[config.mk]
export PLATFORM = sky130hd
export DESIGN_NAME = psm_sync_monitor
export DESIGN_NICKNAME = d
export VERILOG_FILES = /design/src/psm_pkg.sv /design/src/psm_leaky_counter.sv /design/src/psm_sync_monitor.sv
export SDC_FILE = /design/constraint.sdc
export NUM_CORES = 1
export LEC_CHECK = 0
export ABC_AREA = 1
export ABC_CLOCK_PERIOD_IN_PS = 3600
export BUFFER_PORTS_ARGS = -buffer_cell sky130_fd_sc_hd__buf_2
export CORE_ASPECT_RATIO = 0.9
export CORE_MARGIN = 3
export CORE_UTILIZATION = 40
export DETAILED_ROUTE_END_ITERATION = 8
export PLACE_DENSITY = 0.65
export SETUP_SLACK_MARGIN = 0.3
export SYNTH_ARGS = -nofsm -noshare
export SYNTH_HDL_FRONTEND = slang
export SYNTH_SLANG_ARGS = --single-unit
[constraint.sdc]
create_clock -name I_REF_CLK -period 3.6 [get_ports I_REF_CLK]
set_clock_uncertainty 0.15 [all_clocks]
set_input_delay 0.54 -clock I_REF_CLK [delete_from_list [all_inputs] [get_ports I_REF_CLK]]
set_output_delay 0.54 -clock I_REF_CLK [all_outputs]
set_load 0.02 [all_outputs]
[src/psm_pkg.sv]
// Constants, types and object layout for the process data sync monitor.
// Assumes one 250 MHz clock; Sync0 and SM2 reception arrive as one-cycle pulses.
//
// What this block does
// At each Sync0 with no SM2 reception since the previous Sync0, add 3 to the error counter.
// At each Sync0 after a good SM2 reception, subtract 1 from the counter, stopping at zero.
// When the counter reaches the limit, raise the sync alarm and force the state to SAFEOP.
// The alarm raised is the output data sync alarm, and it always forces SAFEOP.
// The counter clears to zero on every SAFEOP to OP transition of the state machine.
// No alarm is ever raised while DC mode is off or while the limit is zero.
// The limit accepts 0 to 15, resets to 9, and a write above 15 is refused with an error.
// A missed-event counter advances by one on every reception failure at a Sync0 while DC mode is on.
// Input shift time is 125000 ns times 1, 2 or 3, no more than Sync0 period less 125000 ns.
// The supported-sync word reports free-run, Sync0 and input shift with a local timer.
// The limit is reached at two object indices that share one storage.
// Once the alarm is up the counter holds until the SAFEOP to OP transition clears it.

package psm_pkg;

  // --------------------------------------------------------------------------
  // Object indices and subindices
  // --------------------------------------------------------------------------
  localparam logic [15:0] OBJ_SYNC_ERR      = 16'h10F1;
  localparam logic [15:0] OBJ_SYNC_ERR_ALT  = 16'h1F01;
  localparam logic [15:0] OBJ_INPUT_SYNC    = 16'h1C33;
  localparam logic [7:0]  SUB_ERR_LIMIT     = 8'h02;
  localparam logic [7:0]  SUB_SHIFT_TIME    = 8'h03;
  localparam logic [7:0]  SUB_TYPES         = 8'h04;
  localparam logic [7:0]  SUB_MISSED        = 8'h0B;

  // --------------------------------------------------------------------------
  // Limit, steps and reset values
  // --------------------------------------------------------------------------
  localparam logic [15:0] LIMIT_MAX         = 16'h000F;
  localparam logic [15:0] LIMIT_RESET       = 16'h0009;
  localparam int          LIMIT_W           = 4;
  localparam logic [7:0]  MISS_STEP         = 8'h03;
  localparam logic [7:0]  GOOD_STEP         = 8'h01;
  localparam logic [31:0] SHIFT_UNIT_NS     = 32'h0001E848;
  localparam logic [31:0] SHIFT_RESET       = 32'h0001E848;
  localparam logic [15:0] MISSED_RESET      = 16'h0000;

  // --------------------------------------------------------------------------
  // Supported-sync word fields
  // --------------------------------------------------------------------------
  localparam int          TYPES_FREE_RUN_POS = 0;
  localparam int          TYPES_SYNC0_POS    = 2;
  localparam int          TYPES_SHIFT_POS    = 5;
  localparam logic [0:0]  TYPES_FREE_RUN     = 1'h1;
  localparam logic [2:0]  TYPES_SYNC0        = 3'h1;
  localparam logic [1:0]  TYPES_SHIFT        = 2'h1;
  localparam logic [15:0] TYPES_WORD = (16'(TYPES_FREE_RUN) << TYPES_FREE_RUN_POS)
                                     | (16'(TYPES_SYNC0)    << TYPES_SYNC0_POS)
                                     | (16'(TYPES_SHIFT)    << TYPES_SHIFT_POS);

  // --------------------------------------------------------------------------
  // Types
  // --------------------------------------------------------------------------
  typedef enum logic [3:0] {
    PSM_INIT   = 4'h1,
    PSM_PREOP  = 4'h2,
    PSM_SAFEOP = 4'h4,
    PSM_OP     = 4'h8
  } psm_comm_state_t;

  typedef struct packed {
    logic        wr;
    logic        rd;
    logic [15:0] index;
    logic [7:0]  sub;
    logic [31:0] wdata;
  } psm_obj_req_t;

  typedef struct packed {
    logic        ack;
    logic        err;
    logic [31:0] rdata;
  } psm_obj_rsp_t;

endpackage : psm_pkg

[src/psm_leaky_counter.sv]
// Leaky sync error counter with limit alarm.
// Assumes i_sync0 is a one-cycle pulse and i_rx_seen is valid in that cycle.
`timescale 1ns/1ps
`default_nettype none

module psm_leaky_counter
  import psm_pkg::*;
#(
  parameter int CNT_W = 8
) (
  input  wire logic               i_clk,
  input  wire logic               i_rst,
  input  wire logic               i_sync0,
  input  wire logic               i_rx_seen,
  input  wire logic               i_dc_enable,
  input  wire logic [LIMIT_W-1:0] i_limit,
  input  wire logic               i_clear,
  output logic      [CNT_W-1:0]   o_count,
  output logic                    o_alarm
);

  localparam logic [CNT_W-1:0] CNT_MAX = '1;

  logic [CNT_W-1:0] count;
  logic [CNT_W-1:0] next_count;
  logic             alarm;
  logic             next_alarm;
  logic [CNT_W:0]   sum;

  // --------------------------------------------------------------------------
  // Next state
  // --------------------------------------------------------------------------
  always_comb begin
    next_count = count;
    next_alarm = alarm;
    sum        = {1'b0, count} + {1'b0, CNT_W'(MISS_STEP)};
    if (i_clear) begin
      next_count = '0;
      next_alarm = 1'b0;
    end else if (alarm) begin
      next_count = count;
    end else if (i_sync0 && i_dc_enable) begin
      if (i_rx_seen) begin
        next_count = (count == '0) ? '0 : count - CNT_W'(GOOD_STEP);
      end else begin
        // Saturate so a long outage with the alarm disabled cannot wrap to zero
        next_count = sum[CNT_W] ? CNT_MAX : sum[CNT_W-1:0];
      end
      next_alarm = (i_limit != '0) && (next_count >= CNT_W'(i_limit));
    end
  end

  always_ff @(posedge i_clk) begin
    if (i_rst) begin
      count <= '0;
      alarm <= 1'b0;
    end else begin
      count <= next_count;
      alarm <= next_alarm;
    end
  end

  assign o_count = count;
  assign o_alarm = alarm;

endmodule : psm_leaky_counter

`default_nettype wire

[src/psm_sync_monitor.sv]
// Process data sync monitor: leaky error counter, alarm, missed-event count
// and the input-side sync objects, reached through an object access port.
// Assumes the state machine outside obeys O_FORCE_SAFEOP and reports its state.
`timescale 1ns/1ps
`default_nettype none

module psm_sync_monitor
  import psm_pkg::*;
#(
  parameter int CNT_W = 8
) (
  input  wire logic            I_REF_CLK,
  input  wire logic            I_RST,
  input  wire logic            I_SYNC0,
  input  wire logic            I_SM2_RX,
  input  wire logic            I_DC_ENABLE,
  input  wire logic [31:0]     I_SYNC0_PERIOD_NS,
  input  wire psm_comm_state_t I_COMM_STATE,
  input  wire psm_obj_req_t    I_OBJ_REQ,
  output psm_obj_rsp_t         O_OBJ_RSP,
  output logic                 O_SYNC_ALARM,
  output logic                 O_FORCE_SAFEOP,
  output logic [CNT_W-1:0]     O_ERR_COUNT
);

  // --------------------------------------------------------------------------
  // Reception tracking and state transition
  // --------------------------------------------------------------------------
  logic            rx_flag;
  logic            next_rx_flag;
  logic            rx_seen;
  psm_comm_state_t prev_state;
  psm_comm_state_t next_prev_state;
  logic            to_op;
  logic [15:0]     missed;
  logic [15:0]     next_missed;

  // A reception in the Sync0 cycle itself counts for the window that closes
  assign rx_seen = rx_flag | I_SM2_RX;
  assign to_op   = (prev_state == PSM_SAFEOP) && (I_COMM_STATE == PSM_OP);

  always_comb begin
    next_rx_flag    = I_SYNC0 ? 1'b0 : rx_seen;
    next_prev_state = I_COMM_STATE;
    next_missed     = missed;
    if (I_SYNC0 && I_DC_ENABLE && !rx_seen) begin
      next_missed = missed + 16'h0001;
    end
  end

  always_ff @(posedge I_REF_CLK) begin
    if (I_RST) begin
      rx_flag    <= 1'b0;
      prev_state <= PSM_INIT;
      missed     <= MISSED_RESET;
    end else begin
      rx_flag    <= next_rx_flag;
      prev_state <= next_prev_state;
      missed     <= next_missed;
    end
  end

  // --------------------------------------------------------------------------
  // Leaky counter
  // --------------------------------------------------------------------------
  logic [15:0]      limit;
  logic [CNT_W-1:0] err_count;
  logic             alarm;

  psm_leaky_counter #(
    .CNT_W (CNT_W)
  ) u_counter (
    .i_clk       (I_REF_CLK),
    .i_rst       (I_RST),
    .i_sync0     (I_SYNC0),
    .i_rx_seen   (rx_seen),
    .i_dc_enable (I_DC_ENABLE),
    .i_limit     (limit[LIMIT_W-1:0]),
    .i_clear     (to_op),
    .o_count     (err_count),
    .o_alarm     (alarm)
  );

  // --------------------------------------------------------------------------
  // Alarm outputs
  // --------------------------------------------------------------------------
  logic alarm_d;
  logic next_alarm_d;
  logic force_pulse;
  logic next_force_pulse;

  always_comb begin
    next_alarm_d     = alarm;
    next_force_pulse = alarm & ~alarm_d;
  end

  always_ff @(posedge I_REF_CLK) begin
    if (I_RST) begin
      alarm_d     <= 1'b0;
      force_pulse <= 1'b0;
    end else begin
      alarm_d     <= next_alarm_d;
      force_pulse <= next_force_pulse;
    end
  end

  assign O_SYNC_ALARM   = alarm;
  assign O_FORCE_SAFEOP = force_pulse;
  assign O_ERR_COUNT    = err_count;

  // --------------------------------------------------------------------------
  // Object access
  // --------------------------------------------------------------------------
  logic         [31:0] shift_time;
  logic         [31:0] next_shift_time;
  logic         [15:0] next_limit;
  psm_obj_rsp_t        rsp;
  psm_obj_rsp_t        next_rsp;
  logic                hit_limit;
  logic                hit_shift;
  logic                hit_types;
  logic                hit_missed;
  logic                shift_ok;
  logic         [32:0] shift_end;

  assign hit_limit  = ((I_OBJ_REQ.index == OBJ_SYNC_ERR) ||
                       (I_OBJ_REQ.index == OBJ_SYNC_ERR_ALT)) &&
                      (I_OBJ_REQ.sub == SUB_ERR_LIMIT);
  assign hit_shift  = (I_OBJ_REQ.index == OBJ_INPUT_SYNC) && (I_OBJ_REQ.sub == SUB_SHIFT_TIME);
  assign hit_types  = (I_OBJ_REQ.index == OBJ_INPUT_SYNC) && (I_OBJ_REQ.sub == SUB_TYPES);
  assign hit_missed = (I_OBJ_REQ.index == OBJ_INPUT_SYNC) && (I_OBJ_REQ.sub == SUB_MISSED);

  // Shift must be 1, 2 or 3 units and leave one unit before the next Sync0
  assign shift_end = {1'b0, I_OBJ_REQ.wdata} + {1'b0, SHIFT_UNIT_NS};
  assign shift_ok  = ((I_OBJ_REQ.wdata == SHIFT_UNIT_NS) ||
                      (I_OBJ_REQ.wdata == 32'(SHIFT_UNIT_NS << 1)) ||
                      (I_OBJ_REQ.wdata == 32'(SHIFT_UNIT_NS * 3))) &&
                     (shift_end <= {1'b0, I_SYNC0_PERIOD_NS});

  always_comb begin
    next_limit      = limit;
    next_shift_time = shift_time;
    next_rsp        = '0;
    if (I_OBJ_REQ.wr) begin
      next_rsp.ack = 1'b1;
      if (hit_limit && (I_OBJ_REQ.wdata <= 32'(LIMIT_MAX))) begin
        next_limit = I_OBJ_REQ.wdata[15:0];
      end else if (hit_shift && shift_ok) begin
        next_shift_time = I_OBJ_REQ.wdata;
      end else begin
        // Read-only, out-of-range or unknown objects keep their value
        next_rsp.err = 1'b1;
      end
    end else if (I_OBJ_REQ.rd) begin
      next_rsp.ack = 1'b1;
      if (hit_limit) begin
        next_rsp.rdata = {16'h0000, limit};
      end else if (hit_shift) begin
        next_rsp.rdata = shift_time;
      end else if (hit_types) begin
        next_rsp.rdata = {16'h0000, TYPES_WORD};
      end else if (hit_missed) begin
        next_rsp.rdata = {16'h0000, missed};
      end else begin
        next_rsp.err = 1'b1;
      end
    end
  end

  always_ff @(posedge I_REF_CLK) begin
    if (I_RST) begin
      limit      <= LIMIT_RESET;
      shift_time <= SHIFT_RESET;
      rsp        <= '0;
    end else begin
      limit      <= next_limit;
      shift_time <= next_shift_time;
      rsp        <= next_rsp;
    end
  end

  assign O_OBJ_RSP = rsp;

endmodule : psm_sync_monitor

`default_nettype wire

-- Yosys cells after proc, flatten, opt, wreduce, memory -nomap -nowiden
Index checks and enable logic that the tools add are counted.
- output and inout port bits: 44
- register bits after elaboration: 114
- bitwise logic cells: 6
- equal/unequal tests: 12
- mux-type cells: 20
- add/subtract/negate cells: 4
- order comparisons: 3
- reductions and logical operators: 24
- operators with widths (kind ; number):
    $mux 32 ; 2
    $eq 16x13->1 const B ; 3
    $mux 8 ; 6
    $mux 34 ; 1
    $add 32x17->33 const B ; 1
    $le 33x32->1 ; 1
    $eq 32x17->1 const B ; 1
    $eq 32x18->1 const B ; 1
    $eq 32x19->1 const B ; 1
    $le 32x4->1 const B ; 1
    $mux 16 ; 2
    $add 16x1->16 const B ; 1
    $eq 8x2->1 const B ; 2
    $logic_and 1x1->1 ; 11
    $add 8x2->9 const B ; 1
    $eq 8x3->1 const B ; 1
    $eq 8x4->1 const B ; 1
    $ge 8x4->1 ; 1
    $logic_not 8->1 ; 1
    $mux 1 ; 8
    $sub 8x1->8 const B ; 1
    $eq 4x3->1 const B ; 1
    $eq 4x4->1 const B ; 1
    $not 1->1 ; 4
    other kinds (11) ; 15

-- Logic depth before layout (Yosys ltp)
- word-level depth: 10
- gate-level depth with buffers: 30
- gate-level depth less buffers: 29

-- Hierarchy
A second synthesis with hierarchy kept.
- cell total of the unflattened synthesis: 981
- area, all modules: 6739.0 µm²
- by module, submodules not included (module ; area an instance (µm²) ; seq. area each (µm²) ; cells each ; times used):
    psm_sync_monitor ; 5793.1 ; 2102.0 ; 824 ; 1
    psm_leaky_counter ; 945.9 ; 180.2 ; 157 ; 1

-- Worst setup path after synthesis
No wires, ideal clock.
- path type: input to register
- start point: input port I_OBJ_REQ[13] (netlist name)
- end point: register shift_time[10]
- data arrival time: 3110 ps
- data required time: 3339 ps
- setup slack: 229 ps
- cell stages on the path: 23
- buffers on the path: 2
- path through: buf_4 nor2_4 nand3_1 nor2_1 nand2_1 a31oi_2 nand3_2 nor3_2 nand4_1 xor2_1 inv_1 ha_1 a21oi_1 nor2_1 a211oi_1 nand2_1 nand2_1 nand2_1 nand2_1 nand3_4 buf_4 nand3_1 inv_1
- cells in the longest elaborated chain, start to end: 6
- elaborated cells between the ends (all ways): 13
- ends and longest elaborated chain (what ; line ; RTL):
    from (decl) ; psm_sync_monitor.sv:19 ; input wire psm_obj_req_t I_OBJ_REQ,
    branches (longest 5 deep; another with $add 32x17->33) ; n/a ;
    $reduce_and 3->1 (no source line) (*) ; n/a ;
    to (signal assigned) ; psm_sync_monitor.sv:177 ; shift_time <= next_shift_time;
    to (decl) ; psm_sync_monitor.sv:114 ; logic [31:0] shift_time;
Mark *: on every way between the ends.
A chain may end at the register's enable or synchronous reset.

-- Final worst setup path
- start point: input port I_OBJ_REQ[3] (netlist name)
- end point: register shift_time[21]
The elaborated chain is that of the path after synthesis.

==> results.json <==
{
  "status": "finished clean",
  "area_growth_pct": 35.2,
  "grt_usage_pct": 19.6,
  "cts-buffers-inserted": 17,
  "synth_cell_types": 50,
  "synth.area.top_cells": "dfxtp_1 (34%), inv_1 (9.4%), nand2_1 (7.6%)",
  "maxSlewViolCount": 0,
  "synth_edf_count": 0,
  "synth-main-ff-cell": "dfxtp_1",
  "crit_family": "simple AND/OR/NAND/NOR gates",
  "finalSetupViolCount": 0,
  "fin_cells": 1373,
  "yosysMostFrequentCell": "inv_1",
  "fin_crit_ns": 3.35,
  "worst_slew_pin_slew_ns": 0.749,
  "gp_congestion": 0.958,
  "yosysSeqAreaShare_pct": 33.7,
  "clk_path_buf_depth": 2,
  "netlist.area_leader.share_pct": 33.7,
  "insertion_delay_ns": 0.41,
  "hold_path_class": "in -> reg",
  "cpMaxStageDelayCell": "ha_1",
  "die_y_um": 130,
  "remaining_drc_errors": 0,
  "hold_slack_ns": 0.170,
  "required_ns": 3.75,
  "rsz0062_at_grt": "yes",
  "hold_viol": 0,
  "die_x_um": 143,
  "clkSinkCount": 114,
  "critical-path-max-stage-delay_ns": 0.31,
  "relSlewSlack_pct": 50.1,
  "dp_hpwl_um": 14200,
  "vias": 6857,
  "grt_pass1_vias": 6338,
  "firstDrtPassIters": 5,
  "grt_pass1_wl_um": 29300,
  "drive_gt1_share_pct": 30.4,
  "fp.coreArea_sq_um": 16400,
  "p_total_w": 0.00363,
  "num_rows": 44,
  "route.met3.wl_um": 1260,
  "crit_chain": "buf_8, buf_6, nand3_4, a21oi_4, nand2_2, a31oi_4, nand3_4, nor3_4, nand4_1, xor2_1, inv_1, ha_1, a21oi_2, nor2_1, a211oi_2, nand2_1, nand2_1, nand2_2, nand2_4, nand3_4, clkbuf_16, nand3_1, inv_1",
  "critPathBufInv": 5,
  "ys_warn_count": 0,
  "grt_max_degree": 57,
  "cts_root_buf": "clkbuf_16",
  "worst_path_most_repeated_cell": "nand3_4",
  "synth_nets": 1098,
  "fin_crit_sh_pct": 93.2,
  "clk_pin_slew_ns": 0.06,
  "ys_ff_latch": 114,
  "placed_cells": 1328,
  "fmax_mhz": 298,
  "fin_ws_ns": 0.246,
  "vias_per_cell": 4.99,
  "cp.arrival_ns": 3.51,
  "end_kind": "register",
  "maxCapViolations": 0,
  "antenna_found_initial": 0,
  "ant_nets": 0,
  "cts_hold_buf": 0,
  "h-tree-depth": 4,
  "final_nets": 1292,
  "cts_tree": "built",
  "syn_area_per_cell_sq_um": 7.07,
  "n_fill_cell": 1472,
  "boundaryPins": 143,
  "path_max_fanout": 10,
  "syn_inst": 959,
  "tns_ns": 0,
  "routed_wl_um": 18900,
  "wl_per_cell_um": 13.8,
  "top_layer": "met4",
  "die-area_sq_um": 18500,
  "port_buffers": 142,
  "p_leak_nw": 4.61,
  "ys_async_sr_fraction_pct": 0,
  "ir_worst_vdd_mv": 0.298,
  "synth_common_cells": "inv_1 (169), nand2_1 (138), dfxtp_1 (114), nor2_1 (105), nand3_1 (81)",
  "wl_met1_um": 8900,
  "critPathLaunchType": "input port",
  "crit_type": "in -> reg",
  "drt_iter0_markers": 488,
  "start_util_pct": 41.5,
  "powerDensity_nw_per_um2": 396,
  "met2_length_um": 8560,
  "antennaDiodeCount": 0,
  "syn_area_sq_um": 6780,
  "grt-ovfl-total": 0,
  "dp_slack_ns": -0.192,
  "synth.largest_area_cell": "dfxtp_1"
}
-- flip-flops by register name, summed over array words and instances (netlist names) --
register / count
O_FORCE_SAFEOP: 1
O_OBJ_RSP: 34
u_counter.o_count: 8
u_counter.o_alarm: 1
limit: 16
shift_time: 32
missed: 16
prev_state: 4
alarm_d: 1
rx_flag: 1
-- path summary, 6_finish.rpt --
kind              depth (start not counted)                 to                 start  slack, ns
setup reg to reg                         18  u_counter.o_alarm  u_counter.o_count[0]       0.59
hold reg to reg                           1     O_FORCE_SAFEOP               alarm_d       0.24
hold / removal                            2            rx_flag               I_SYNC0       0.17
setup / recovery                         23     shift_time[21]          I_OBJ_REQ[3]       0.25
-- cell usage in the layout, fill, tap and decap left out, types with 4 or more instances in the layout --
cell	synthesis	final
nand3_2	2	12
nor3_1	26	23
a31oi_1	5	5
inv_2	16	27
a211oi_1	5	4
inv_1	169	158
nand2_2	8	20
nor2_4	2	4
nor4_4	2	4
dfxtp_1	114	114
inv_6	0	6
clkinv_4	0	4
nand2_4	0	9
a21oi_1	51	49
clkbuf_16	0	20
nand2_1	138	117
xor2_1	28	28
nand4_1	24	24
nand3_1	81	64
ha_1	40	39
nor4_1	17	12
buf_2	9	138
nor2_2	5	7
o211ai_1	12	12
buf_6	2	4
buf_4	3	52
o21ai_0	40	38
nand3_4	2	9
nor2_1	105	101
nor3_2	6	8
-- report_power, final --
| part | total, W | internal (W) | switching [W] | leakage [nW] |
|---|---|---|---|---|
| registers | 0.00129 | 0.00128 | 0.0000150 | 0.922 |
| clock network | 0.00176 | 0.00111 | 0.000651 | 0.302 |
| logic | 0.000578 | 0.000235 | 0.000343 | 3.39 |
-- metal layers --
| metal | vias to the layer above | GRT usage (%) |
|---|---|---|
| li1 | 3523 | - |
| met1 | 3080 | 27.0 |
| met2 | 233 | 31.2 |
| met3 | 21 | 4.35 |
| met4 | 0 | 5.15 |
| met5 | - | 0 |
-- layout make-up --
class | instances | area (sq um) | share of cell area, %
clock buffer | 17 | 425 | 4.64
clock inverter | 15 | 196 | 2.14
inverter | 185 | 694 | 7.57
multi-input combinational | 634 | 4040 | 44.1
sequential | 114 | 2280 | 24.9
tap | 207 | 259 | 2.83
timing repair buffer | 201 | 1270 | 13.9
-- stage by stage --
step | area, sq um | utilization [%]
finish | 9170 | 56.1
global route | 9170 | 56.1
CTS | 8640 | 52.8
detailed placement | 7980 | 48.8
global placement | 7980 | 48.8
floorplan | 6790 | -
-- logic make-up after synthesis --
family,share of synthesized area (%)
AND/OR/NAND/NOR,31.1
buffers and inverters,12.2
AO/OA/AOI/OAI,11.8
flip-flops,33.7
adder cells (fa/ha/maj),7.38
XOR/XNOR,3.75
-- what timing repair did --
action | in CTS | in global routing
hold endpoints to repair | 0 | 0
setup endpoints to repair | 24 | 34
pin swaps | 0 | 26
resized for setup | 1 | 99
cloned | 0 | 3
setup buffers | 2 | 8
No activity file was read; power rests on OpenSTA's default activity.
